===== src/design/fdsel_pkg.sv =====
// Shared constants for the disk drive select link, both ends.
package fdsel_pkg;
    // Clock rate in MHz, period 4 ns
    localparam int CLK_MHZ = 250;
    // Read pulse width in ns and its cycle count
    localparam int RD_PULSE_NS = 200;
    localparam int RD_PULSE_CYC = (RD_PULSE_NS * CLK_MHZ) / 1000;
    // Controller read-start waits, plus the select-to-step wait
    localparam int MOTOR_WAIT_MS = 250;
    localparam int STEP_WAIT_MS = 20;
    localparam int WBUSY_WAIT_US = 100;
    localparam int SEL_WAIT_MS = 20;
    localparam int MOTOR_WAIT_CYC = MOTOR_WAIT_MS * CLK_MHZ * 1000;
    localparam int STEP_WAIT_CYC = STEP_WAIT_MS * CLK_MHZ * 1000;
    localparam int WBUSY_WAIT_CYC = WBUSY_WAIT_US * CLK_MHZ;
    localparam int SEL_WAIT_CYC = SEL_WAIT_MS * CLK_MHZ * 1000;
    // Number of select lines on the cable
    localparam int NUM_SEL = 4;
    // Stepper power source codes
    localparam logic [1:0] PWR_BY_HEAD_LOAD = 2'h1;
    localparam logic [1:0] PWR_BY_SELECT = 2'h2;
    // Controller register offsets
    localparam logic [3:0] REG_CTRL = 4'h0;
    localparam logic [3:0] REG_CMD = 4'h1;
    localparam logic [3:0] REG_STAT = 4'h2;
    localparam logic [3:0] REG_IRQ_STAT = 4'h3;
    localparam logic [3:0] REG_IRQ_EN = 4'h4;
    localparam logic [3:0] REG_IRQ_CLR = 4'h5;
    localparam logic [3:0] REG_RDCNT = 4'h6;
    // Control register fields
    localparam int CTRL_SEL_LSB = 0;
    localparam int CTRL_SEL_EN = 2;
    localparam int CTRL_MOTOR = 3;
    localparam int CTRL_HEAD_LOAD = 4;
    localparam int CTRL_WGATE = 5;
    localparam int CTRL_DIR = 6;
    localparam int CTRL_SIDE = 7;
    // Command register fields
    localparam int CMD_STEP = 0;
    // Status and event bit positions
    localparam int ST_READY = 0;
    localparam int ST_TRK0 = 1;
    localparam int ST_WPROT = 2;
    localparam int ST_CHANGE = 3;
    localparam int ST_TWO_SIDED = 4;
    localparam int ST_READ_OK = 5;
    localparam int ST_STEP_BUSY = 6;
    localparam int EV_INDEX = 0;
    localparam int EV_RDATA = 1;
    localparam int EV_CHANGE = 2;
    localparam int EV_READ_OK = 3;
    localparam int NUM_EV = 4;
    // Reset values
    localparam logic [7:0] CTRL_RST = 8'h00;
    localparam logic [3:0] IRQ_EN_RST = 4'h0;
endpackage : fdsel_pkg


===== src/design/fdsel_if.sv =====
// Cable between disk controller and drive; every line active low.
`timescale 1ns/100ps
interface fdsel_if;
    logic [3:0] select_line_n;
    logic head_load_n;
    logic step_n;
    logic dir_n;
    logic wgate_n;
    logic side_n;
    logic motor_off_n;
    logic read_data_n;
    logic index_n;
    logic ready_n;
    logic trk0_n;
    logic wprot_n;
    logic change_n;
    logic two_sided_n;
    // Controller end
    modport ctl (
        output select_line_n, head_load_n, step_n, dir_n, wgate_n,
        output side_n, motor_off_n,
        input read_data_n, index_n, ready_n, trk0_n, wprot_n,
        input change_n, two_sided_n
    );
    // Drive end
    modport drv (
        input select_line_n, head_load_n, step_n, dir_n, wgate_n,
        input side_n, motor_off_n,
        output read_data_n, index_n, ready_n, trk0_n, wprot_n,
        output change_n, two_sided_n
    );
endinterface : fdsel_if


===== src/design/fdsel_ctl.sv =====
// Controller end: Avalon-MM registers driving the drive cable.
//
// Decided for this implementation: the address map and register access over Avalon-MM.
`timescale 1ns/100ps
module fdsel_ctl
    import fdsel_pkg::*;
#(
    parameter int MOTOR_CYC = MOTOR_WAIT_CYC,
    parameter int STEPW_CYC = STEP_WAIT_CYC,
    parameter int WBUSY_CYC = WBUSY_WAIT_CYC,
    parameter int SELW_CYC = SEL_WAIT_CYC
) (
    input wire logic clk,
    input wire logic nrst,
    input wire logic [3:0] avs_address,
    input wire logic avs_read,
    input wire logic avs_write,
    input wire logic [31:0] avs_writedata,
    output logic [31:0] avs_readdata,
    output logic avs_waitrequest,
    output logic irq,
    fdsel_if.ctl cable
);
    // ********************************************************
    // Bus decode; one wait cycle then acknowledge
    // ********************************************************
    logic ack;
    wire access = (avs_read | avs_write) & ~ack;
    wire wr = avs_write & ack;
    wire wr_ctrl = wr && (avs_address == REG_CTRL);
    wire wr_cmd = wr && (avs_address == REG_CMD);
    wire wr_en = wr && (avs_address == REG_IRQ_EN);
    wire wr_clr = wr && (avs_address == REG_IRQ_CLR);

    logic [7:0] ctrl;
    logic [NUM_EV-1:0] ev_stat;
    logic [NUM_EV-1:0] ev_en;
    logic [15:0] rd_cnt;
    logic [31:0] wait_cnt;
    logic [31:0] step_wait;
    logic [31:0] sel_wait;
    logic step_pend;
    logic wb_seen;

    // ********************************************************
    // Read-start timers
    // ********************************************************
    wire sel_chg = wr_ctrl &&
        (avs_writedata[2:0] != ctrl[2:0]);
    wire motor_start = wr_ctrl && avs_writedata[CTRL_MOTOR] &&
        !ctrl[CTRL_MOTOR];
    wire wg_end = wr_ctrl && !avs_writedata[CTRL_WGATE] &&
        ctrl[CTRL_WGATE];
    wire step_go = step_pend && (sel_wait == 32'h0) && ctrl[CTRL_SEL_EN];
    wire read_ok = (wait_cnt == 32'h0) && (step_wait == 32'h0);
    // Latest of three waits: each arming loads the max remaining
    always_ff @(posedge clk or negedge nrst) begin
        if (!nrst) begin
            wait_cnt <= 32'h0000_0000;
            step_wait <= 32'h0000_0000;
            sel_wait <= 32'h0000_0000;
            step_pend <= 1'b0;
        end else begin
            if (motor_start && wait_cnt < 32'(MOTOR_CYC)) begin
                wait_cnt <= 32'(MOTOR_CYC);
            end else if (wg_end && wait_cnt < 32'(WBUSY_CYC)) begin
                wait_cnt <= 32'(WBUSY_CYC);
            end else if (wait_cnt != 32'h0) begin
                wait_cnt <= wait_cnt - 32'h1;
            end
            if (step_go) begin
                step_wait <= 32'(STEPW_CYC);
            end else if (step_wait != 32'h0) begin
                step_wait <= step_wait - 32'h1;
            end
            if (sel_chg) begin
                sel_wait <= 32'(SELW_CYC);
            end else if (sel_wait != 32'h0) begin
                sel_wait <= sel_wait - 32'h1;
            end
            if (wr_cmd && avs_writedata[CMD_STEP]) begin
                step_pend <= 1'b1;
            end else if (step_go) begin
                step_pend <= 1'b0;
            end
        end
    end

    // ********************************************************
    // Registers and events
    // ********************************************************
    logic idx_d;
    logic rd_d;
    logic chg_d;
    logic ok_d;
    wire [NUM_EV-1:0] ev_set = {read_ok & ~ok_d,
        ~cable.change_n & ~chg_d, ~cable.read_data_n & ~rd_d,
        ~cable.index_n & ~idx_d};
    wire [NUM_EV-1:0] clr_mask = wr_clr ? avs_writedata[NUM_EV-1:0] :
        '0;
    always_ff @(posedge clk or negedge nrst) begin
        if (!nrst) begin
            ack <= 1'b0;
            ctrl <= CTRL_RST;
            ev_en <= IRQ_EN_RST;
            ev_stat <= '0;
            rd_cnt <= 16'h0000;
            {idx_d, rd_d, chg_d, ok_d} <= 4'h0;
        end else begin
            ack <= access;
            {idx_d, rd_d, chg_d, ok_d} <= {~cable.index_n,
                ~cable.read_data_n, ~cable.change_n, read_ok};
            if (wr_ctrl) begin
                ctrl <= avs_writedata[7:0];
            end
            if (wr_en) begin
                ev_en <= avs_writedata[NUM_EV-1:0];
            end
            // Set beats clear in the same cycle
            ev_stat <= (ev_stat & ~clr_mask) | ev_set;
            if (ev_set[EV_RDATA]) begin
                rd_cnt <= rd_cnt + 16'h0001;
            end
        end
    end

    wire [6:0] stat = {step_pend, read_ok, ~cable.two_sided_n,
        ~cable.change_n, ~cable.wprot_n, ~cable.trk0_n, ~cable.ready_n};
    logic [31:0] rdata;
    always_comb begin
        case (avs_address)
            REG_CTRL: rdata = {24'h0, ctrl};
            REG_STAT: rdata = {25'h0, stat};
            REG_IRQ_STAT: rdata = {28'h0, ev_stat};
            REG_IRQ_EN: rdata = {28'h0, ev_en};
            REG_RDCNT: rdata = {16'h0, rd_cnt};
            default: rdata = 32'h0000_0000;
        endcase
    end

    // ********************************************************
    // Cable drive, one select line at most, low true
    // ********************************************************
    logic [3:0] sel_dec;
    always_comb begin
        sel_dec = 4'h0;
        sel_dec[ctrl[1:0]] = ctrl[CTRL_SEL_EN];
    end
    always_ff @(posedge clk or negedge nrst) begin
        if (!nrst) begin
            avs_readdata <= 32'h0000_0000;
            avs_waitrequest <= 1'b1;
            irq <= 1'b0;
            cable.select_line_n <= 4'hf;
            cable.head_load_n <= 1'b1;
            cable.step_n <= 1'b1;
            cable.dir_n <= 1'b1;
            cable.wgate_n <= 1'b1;
            cable.side_n <= 1'b1;
            cable.motor_off_n <= 1'b1;
        end else begin
            avs_readdata <= rdata;
            avs_waitrequest <= ~access;
            irq <= |(ev_stat & ev_en);
            // Select held from register until software changes it
            cable.select_line_n <= ~sel_dec;
            cable.head_load_n <= ~ctrl[CTRL_HEAD_LOAD];
            cable.step_n <= ~step_go;
            cable.dir_n <= ~ctrl[CTRL_DIR];
            cable.wgate_n <= ~ctrl[CTRL_WGATE];
            cable.side_n <= ~ctrl[CTRL_SIDE];
            cable.motor_off_n <= ~ctrl[CTRL_MOTOR];
        end
    end
endmodule : fdsel_ctl


===== src/flat_wrapper.sv =====
// flat-port wrapper written by rule: the top's interface ports become plain ports
module fdsel_ctl_flat import fdsel_pkg::*;
#(
    parameter int MOTOR_CYC = MOTOR_WAIT_CYC,
    parameter int STEPW_CYC = STEP_WAIT_CYC,
    parameter int WBUSY_CYC = WBUSY_WAIT_CYC,
    parameter int SELW_CYC = SEL_WAIT_CYC
)
  (clk, nrst, avs_address, avs_read, avs_write, avs_writedata, avs_readdata, avs_waitrequest, irq, cable_select_line_n, cable_head_load_n, cable_step_n, cable_dir_n, cable_wgate_n, cable_side_n, cable_motor_off_n, cable_read_data_n, cable_index_n, cable_ready_n, cable_trk0_n, cable_wprot_n, cable_change_n, cable_two_sided_n);
  fdsel_if cable_i ();
  input wire logic clk;
  input wire logic nrst;
  input wire logic [3:0] avs_address;
  input wire logic avs_read;
  input wire logic avs_write;
  input wire logic [31:0] avs_writedata;
  output logic [31:0] avs_readdata;
  output logic avs_waitrequest;
  output logic irq;
  output wire logic [$bits(cable_i.select_line_n)-1:0] cable_select_line_n;
  output wire logic [$bits(cable_i.head_load_n)-1:0] cable_head_load_n;
  output wire logic [$bits(cable_i.step_n)-1:0] cable_step_n;
  output wire logic [$bits(cable_i.dir_n)-1:0] cable_dir_n;
  output wire logic [$bits(cable_i.wgate_n)-1:0] cable_wgate_n;
  output wire logic [$bits(cable_i.side_n)-1:0] cable_side_n;
  output wire logic [$bits(cable_i.motor_off_n)-1:0] cable_motor_off_n;
  input wire logic [$bits(cable_i.read_data_n)-1:0] cable_read_data_n;
  input wire logic [$bits(cable_i.index_n)-1:0] cable_index_n;
  input wire logic [$bits(cable_i.ready_n)-1:0] cable_ready_n;
  input wire logic [$bits(cable_i.trk0_n)-1:0] cable_trk0_n;
  input wire logic [$bits(cable_i.wprot_n)-1:0] cable_wprot_n;
  input wire logic [$bits(cable_i.change_n)-1:0] cable_change_n;
  input wire logic [$bits(cable_i.two_sided_n)-1:0] cable_two_sided_n;
  assign cable_select_line_n = cable_i.select_line_n;
  assign cable_head_load_n = cable_i.head_load_n;
  assign cable_step_n = cable_i.step_n;
  assign cable_dir_n = cable_i.dir_n;
  assign cable_wgate_n = cable_i.wgate_n;
  assign cable_side_n = cable_i.side_n;
  assign cable_motor_off_n = cable_i.motor_off_n;
  assign cable_i.read_data_n = cable_read_data_n;
  assign cable_i.index_n = cable_index_n;
  assign cable_i.ready_n = cable_ready_n;
  assign cable_i.trk0_n = cable_trk0_n;
  assign cable_i.wprot_n = cable_wprot_n;
  assign cable_i.change_n = cable_change_n;
  assign cable_i.two_sided_n = cable_two_sided_n;
  fdsel_ctl #(.MOTOR_CYC(MOTOR_CYC), .STEPW_CYC(STEPW_CYC), .WBUSY_CYC(WBUSY_CYC), .SELW_CYC(SELW_CYC)) u_core (.clk(clk), .nrst(nrst), .avs_address(avs_address), .avs_read(avs_read), .avs_write(avs_write), .avs_writedata(avs_writedata), .avs_readdata(avs_readdata), .avs_waitrequest(avs_waitrequest), .irq(irq), .cable(cable_i));
endmodule

===== config.mk =====
export PLATFORM = sky130hd
export DESIGN_NAME = fdsel_ctl_flat
export DESIGN_NICKNAME = d
export VERILOG_FILES = /design/src/design/fdsel_pkg.sv /design/src/design/fdsel_if.sv /design/src/design/fdsel_ctl.sv /design/src/flat_wrapper.sv
export SDC_FILE = /design/constraint.sdc
export NUM_CORES = 1
export LEC_CHECK = 0
export BUFFER_PORTS_ARGS = -buffer_cell sky130_fd_sc_hd__buf_2
export CORE_MARGIN = 5
export CORE_UTILIZATION = 45
export DETAILED_ROUTE_END_ITERATION = 8
export MAX_ROUTING_LAYER = met4
export PLACE_DENSITY = 0.75
export SLEW_MARGIN = 15
export SYNTH_ARGS = -nofsm -noshare
export SYNTH_HDL_FRONTEND = slang
export SYNTH_SLANG_ARGS = --single-unit

===== constraint.sdc =====
create_clock -name clk -period 2.6 [get_ports clk]
set_input_delay 0.39 -clock clk [delete_from_list [all_inputs] [get_ports clk]]
set_output_delay 0.39 -clock clk [all_outputs]
set_load 0.02 [all_outputs]

==> metrics.cfg, run 1 <==
[global_route]
globalRoute.totalOverflow=0
grt_most_used_layer=met2
grt_pass1_vias=6430
global_route.usage.met2=0.3090
grtUsageMet3=0.03812
number_of_antenna_violations_at_the_first_check_in_global_routing=1
track_usage=0.1957
global_route_wire_length_before_repair_um=32000
grt_start_max_net_pins=63
use_met1=0.2582

[cells_and_area]
final_layout_size_suffix_gt1_frac=0.1942
fillers=1599
layout_common_cells=sky130_fd_sc_hd__dfrtp_1 (151), sky130_fd_sc_hd__nand2_1 (64), sky130_fd_sc_hd__buf_4 (54)
antenna_cells=0
multi_input_comb_area_mm2=0.003836
layout_commonest_cell=sky130_fd_sc_hd__dfrtp_1
syn_to_final_growth_pct=16.53
seq_area_mm2=0.004068
finish.net_count=967
final-instance-count-excl-fill=1156

[timing]
finalClockSkew_ns=0.008436
drv_slew=0
timing.final.crit_share=0.9243
setup_total_negative_slack_ns=0
tightestPinTransition_ns=0.6492
timing.final.hold_violations=0
rsz0062_at_grt=false
max_freq_ghz=0.4161
fin_hold_ws_ns=0.1268
max-slew-margin-rel=0.5632
timing.final.crit_period_ns=2.403
setup-violations-final=0

[synthesis]
synth_cell_types=67
yosysWarningCount=0
yosys_register_bits=162
synth-edff-count=0
synth-seq-area-share=0.4976
netlist.area_leader.share=0.4622
syn-mean-instance-area_um2=9.946
netlist_area_mm2=0.008175
synthesis.instances=822
synth_area_leader_cell=sky130_fd_sc_hd__dfrtp_1
primary_ff_master_synth=sky130_fd_sc_hd__dfrtp_1
top_area_cells_in_the_synthesized_netlist=sky130_fd_sc_hd__dfrtp_1 (46%), sky130_fd_sc_hd__xnor2_1 (3.7%), sky130_fd_sc_hd__dfstp_2 (3.5%)
async_set_reset_flop_share_out_of_synthesis=1.000

[critical_path]
worst_path_max_delay_cell=sky130_fd_sc_hd__or3b_2
cp_max_fo=10
cp_top_family=simple AND/OR/NAND/NOR gates
cp_cell_sequence=or3_1 > or3b_2 > o2111ai_1 > nand2b_1 > buf_4 > or3_1
timing.critical_path.mode_cell=sky130_fd_sc_hd__or3_1
cp_data_arrival_time_ns=2.71
critical_path_required_ns=2.90
endpoint_kind=flop
startpoint_type=flop
critPathKind=reg2reg
critPathMaxStageDelay_ns=0.44
buffers_plus_inverters_on_the_worst_setup_path=1

[power]
power_per_cell_area_mw_per_mm2=657.7
cellInternalPower_uw=4431
p_leak_uw=0.004146
ir_drop_mv=0.5517
clock_power_share=0.381
share_seq_of_total_power=0.500
combPwrFrac=0.120
netSwitchingFraction=0.2928
total_power_uw=6265
net-switching-power_uw=1834

[routing]
drtPass1Iterations=4
detailedRoute.firstIterationViolations=526
wl_per_cell_um=16.47
drt-vias-per-instance=5.801
ant_nets=0
drc=0
vias=6706
detail_route.wirelength_um=19040

[die]
floorplan.io_pins=91
floorplan_die_area_mm2=0.02096
die_height_um=144.8
floorplan.initialDensity=0.4567
core_area_mm2=0.01790
dieWidth_um=144.8
row_count=49

[place]
place_congestion=0.8906
post-dp-hpwl_um=13340
dp_cells=1123
port_buffers=50

[cts]
ctsHtreeMaxLevel=4
insertion_delay_ns=0.43
cts.repair_timing.setup_buffer_count=0
cts.path.max_buffers=2
cts.sink_count=162
cts-root-buf=sky130_fd_sc_hd__clkbuf_16
cts_tree=yes
cts_inserted_buffers=17
cts.reportedPaths.clkPinSlew_ns=0.07

[run]
max_cap_viol_count=0

[run_status]
status=finished, final reports clean

[min_path]
hold_path_class=in2reg

[cell usage after synthesis, types with 14 or more instances]
master	instances
sky130_fd_sc_hd__a21oi_1	31
sky130_fd_sc_hd__buf_4	18
sky130_fd_sc_hd__clkbuf_1	21
sky130_fd_sc_hd__dfrtp_1	151
sky130_fd_sc_hd__inv_1	21
sky130_fd_sc_hd__nand2_1	64
sky130_fd_sc_hd__nand3_1	36
sky130_fd_sc_hd__nand4_1	16
sky130_fd_sc_hd__nor2_1	50
sky130_fd_sc_hd__nor3_1	37
sky130_fd_sc_hd__nor4_1	34
sky130_fd_sc_hd__o211ai_1	14
sky130_fd_sc_hd__o21ai_0	38
sky130_fd_sc_hd__o31ai_1	21
sky130_fd_sc_hd__or3_1	31
sky130_fd_sc_hd__or4_1	29
sky130_fd_sc_hd__xnor2_1	35
sky130_fd_sc_hd__xor2_1	19
[routing by layer]
metal,routed length (um),vias to the layer above
li1,-,3206
met2,9238,180
met1,8591,3292
met3,948,28
met4,257,0
met5,0,-
[final cells by class]
type                       instances  share of cell area
tap                              229             0.03008
sequential                       162              0.4270
inverter                          22            0.008668
clock buffer                      19             0.04649
timing repair buffer             106             0.07263
multi-input combinational        605              0.4027
clock inverter                    13             0.01248
[metrics by stage]
stage / setup WS, ns / area (um2) / utilization
finish: 0.1969 / 9527 / 0.5322
floorplan: 0.1838 / 8232 / -
global placement: 0.2330 / 8950 / 0.4999
CTS: 0.1145 / 9522 / 0.5319
detailed placement: 0.2024 / 8950 / 0.4999
global route: 0.02385 / 9527 / 0.5322
[worst paths after layout]
| path | start | end | slack, ns | depth (start not counted) |
|---|---|---|---|---|
| min in group asynchronous | nrst | u_core.avs_readdata[15]$_DFF_PN0_ | 0.52 | 2 |
| max in group asynchronous | nrst | u_core.avs_waitrequest$_DFF_PN1_ | 1.35 | 3 |
| worst max register to register | u_core.wait_cnt[17]$_DFFE_PN0P_ | u_core.wait_cnt[7]$_DFFE_PN0P_ | 0.20 | 6 |
| worst min-delay path | cable_index_n | u_core.idx_d$_DFF_PN0_ | 0.13 | 2 |
| worst min register to register | u_core.ctrl[7]$_DFFE_PN0N_ | u_core.cable.side_n$_DFF_PN1_ | 0.38 | 1 |
| worst max-delay path | u_core.wait_cnt[17]$_DFFE_PN0P_ | u_core.wait_cnt[7]$_DFFE_PN0P_ | 0.20 | 6 |
[cell families (layout without fill, tap and decap cells)]
logic type / Yosys count / in the layout / synth area share
AND/OR/NAND/NOR: 362 / 362 / 0.2518
flip-flops: 162 / 162 / 0.4976
AO/OA/AOI/OAI: 155 / 155 / 0.1247
buffers and inverters: 70 / 160 / 0.04255
XOR/XNOR: 54 / 54 / 0.05785
multiplexers: 12 / 12 / 0.01592
adder cells (fa/ha/maj): 6 / 6 / 0.009182
other: 1 / 16 / 0.0004587
[sequential cells by signal, indices dropped and copies added (netlist names), 4 cells and up]
name and count:
u_core.avs_readdata 16, u_core.cable.select_line_n 4, u_core.ctrl 8, u_core.ev_en 4, u_core.ev_stat 4, u_core.rd_cnt 16
u_core.sel_wait 32, u_core.step_wait 32, u_core.wait_cnt 32
[worst register-to-register path: cells and delay by family (launching register included)]
kind	cells	cell delay, ns
buf+inv	1	0.20
compound gates	1	0.29
flops	1	0.43
simple gates	4	1.37
[repair_timing]
item,4_1_cts,5_1_grt
endpoints found under the hold margin,53,0
hold buffers,1,0
resized for setup,0,1
setup endpoints to repair,0,1
[power groups by stage]
stage	Combinational [uW]	Clock, uW	Sequential, uW
final	750	2380	3130
after global routing	857	2540	3180
after CTS	757	2420	3120
after detailed placement	749	0	3150
after global placement	723	0	3150
after floorplan	486	0	3130
No activity file was read; power rests on OpenSTA's default activity.
==> run 2, diff against run 1 <==
- HOLD_SLACK_MARGIN: not set -> 0.15
- SKIP_LAST_GASP: not set -> 1
==> run 2 against run 1 <==
Compared with the run above: maximum frequency is essentially flat; largest power group unchanged; sequential cell count is the same; die area is the same; critical endpoint unchanged; critical path type unchanged.
==> metrics.cfg, run 2 (synthesis gave the netlist of run 1 again) <==
[run_status]
status=finished, final reports clean

[power]
ir_drop_mv=0.5524
clock_power_share=0.381
power_per_cell_area_mw_per_mm2=657.7
p_leak_uw=0.004154
combPwrFrac=0.120
share_seq_of_total_power=0.499
total_power_uw=6279
net-switching-power_uw=1845
cellInternalPower_uw=4433
netSwitchingFraction=0.2939

[routing]
detail_route.wirelength_um=19130
detailedRoute.firstIterationViolations=533
wl_per_cell_um=16.52
drt-vias-per-instance=5.753
vias=6662
ant_nets=0
drc=0
drtPass1Iterations=5

[cts]
cts.path.max_buffers=2
insertion_delay_ns=0.43
ctsHtreeMaxLevel=4
cts_inserted_buffers=17
cts-root-buf=sky130_fd_sc_hd__clkbuf_16
cts_tree=yes
cts.sink_count=162
cts.reportedPaths.clkPinSlew_ns=0.07
cts.repair_timing.setup_buffer_count=0

[critical_path]
buffers_plus_inverters_on_the_worst_setup_path=1
worst_path_max_delay_cell=sky130_fd_sc_hd__or3b_2
cp_cell_sequence=or3_1 > or3b_2 > o2111ai_1 > nand2b_1 > buf_4 > or3_1
cp_max_fo=10
cp_top_family=simple AND/OR/NAND/NOR gates
critical_path_required_ns=2.90
critPathMaxStageDelay_ns=0.44
cp_data_arrival_time_ns=2.71
timing.critical_path.mode_cell=sky130_fd_sc_hd__or3_1
endpoint_kind=flop
critPathKind=reg2reg
startpoint_type=flop

[timing]
drv_slew=0
timing.final.crit_share=0.9245
finalClockSkew_ns=0.008778
max-slew-margin-rel=0.5585
tightestPinTransition_ns=0.6561
setup-violations-final=0
fin_hold_ws_ns=0.1629
max_freq_ghz=0.4160
rsz0062_at_grt=false
timing.final.crit_period_ns=2.404
setup_total_negative_slack_ns=0
timing.final.hold_violations=0

[global_route]
grt_start_max_net_pins=63
grt_pass1_vias=6440
number_of_antenna_violations_at_the_first_check_in_global_routing=1
track_usage=0.1961
globalRoute.totalOverflow=0
global_route_wire_length_before_repair_um=32070

[cells_and_area]
layout_commonest_cell=sky130_fd_sc_hd__dfrtp_1
syn_to_final_growth_pct=16.77
fillers=1596
seq_area_mm2=0.004068
multi_input_comb_area_mm2=0.003836
reg_top3=u_core.sel_wait (32), u_core.step_wait (32), u_core.wait_cnt (32)
layout_common_cells=sky130_fd_sc_hd__dfrtp_1 (151), sky130_fd_sc_hd__nand2_1 (64), sky130_fd_sc_hd__buf_4 (54)
antenna_cells=0
final-instance-count-excl-fill=1158
finish.net_count=969
final_layout_size_suffix_gt1_frac=0.1938

[die]
floorplan.io_pins=91
floorplan.initialDensity=0.4567
die_height_um=144.8
dieWidth_um=144.8
floorplan_die_area_mm2=0.02096
row_count=49
core_area_mm2=0.01790

[place]
port_buffers=50
place_congestion=0.8906
dp_cells=1123
post-dp-hpwl_um=13340

[min_path]
hold_path_class=in2reg

[run]
max_cap_viol_count=0

==> run 2: cell types whose count changed in the layout (fill, tap and decap cells not counted), sizes merged <==
| cell | previous run | this run |
|---|---|---|
| dlygate4sd3 | 1 | 3 |
==> run 2: repair_timing <==
action | in CTS | in global routing
hold buffers | 3 | 0
hold endpoints to repair | 55 | 0
endpoints found under the setup margin | 0 | 1
gates resized for setup | 0 | 1
==> run 2: layout make-up <==
cell class                      instances  share of cell area
Tap cell                              229             0.03001
Clock buffer                           19             0.04640
Timing Repair Buffer                  108             0.07457
Inverter                               22            0.008650
Multi-Input combinational cell        605              0.4018
Sequential cell                       162              0.4261
Clock inverter                         13             0.01245
==> run 2: tightest hold or removal path, stage by stage <==
cell,delay (ns)
sky130_fd_sc_hd__buf_2,0.07
sky130_fd_sc_hd__nand2_1,0.04
sky130_fd_sc_hd__o21ai_0,0.06
==> run 2: routing by layer <==
metal  vias up  wire, um  GRT usage
met5         -         0          -
met2       165      9248     0.3100
met3        29       838    0.03746
met4         0       268    0.05744
li1       3200         -          -
met1      3268      8779     0.2591
==> run 2: worst paths after layout <==
| path | startpoint | to | slack, ns | depth (start not counted) |
|---|---|---|---|---|
| setup / recovery | u_core.wait_cnt[17]$_DFFE_PN0P_ | u_core.wait_cnt[7]$_DFFE_PN0P_ | 0.20 | 6 |
| hold / removal | avs_writedata[4] | u_core.ctrl[4]$_DFFE_PN0N_ | 0.16 | 3 |
| setup reg to reg | u_core.wait_cnt[17]$_DFFE_PN0P_ | u_core.wait_cnt[7]$_DFFE_PN0P_ | 0.20 | 6 |
| hold reg to reg | u_core.ctrl[7]$_DFFE_PN0N_ | u_core.cable.side_n$_DFF_PN1_ | 0.38 | 1 |
| max in group asynchronous | nrst | u_core.avs_waitrequest$_DFF_PN1_ | 1.35 | 3 |
| min in group asynchronous | nrst | u_core.avs_readdata[15]$_DFF_PN0_ | 0.52 | 2 |
==> run 2: per-stage QoR <==
stage	instance area, um2	utilization	setup WS, ns
after floorplan	8232	-	0.1838
after global placement	8950	0.4999	0.2330
after detailed placement	8950	0.4999	0.2024
after CTS	9542	0.5330	0.1145
after global routing	9547	0.5333	0.02385
final	9547	0.5333	0.1963
==> run 2: power by group through the flow <==
stage | registers [uW] | logic, uW | clock network, uW
5_1_grt | 3180 | 860 | 2540
2_1_floorplan | 3130 | 486 | 0
3_5_place_dp | 3150 | 749 | 0
6_report | 3130 | 755 | 2390
3_3_place_gp | 3150 | 723 | 0
4_1_cts | 3120 | 759 | 2420
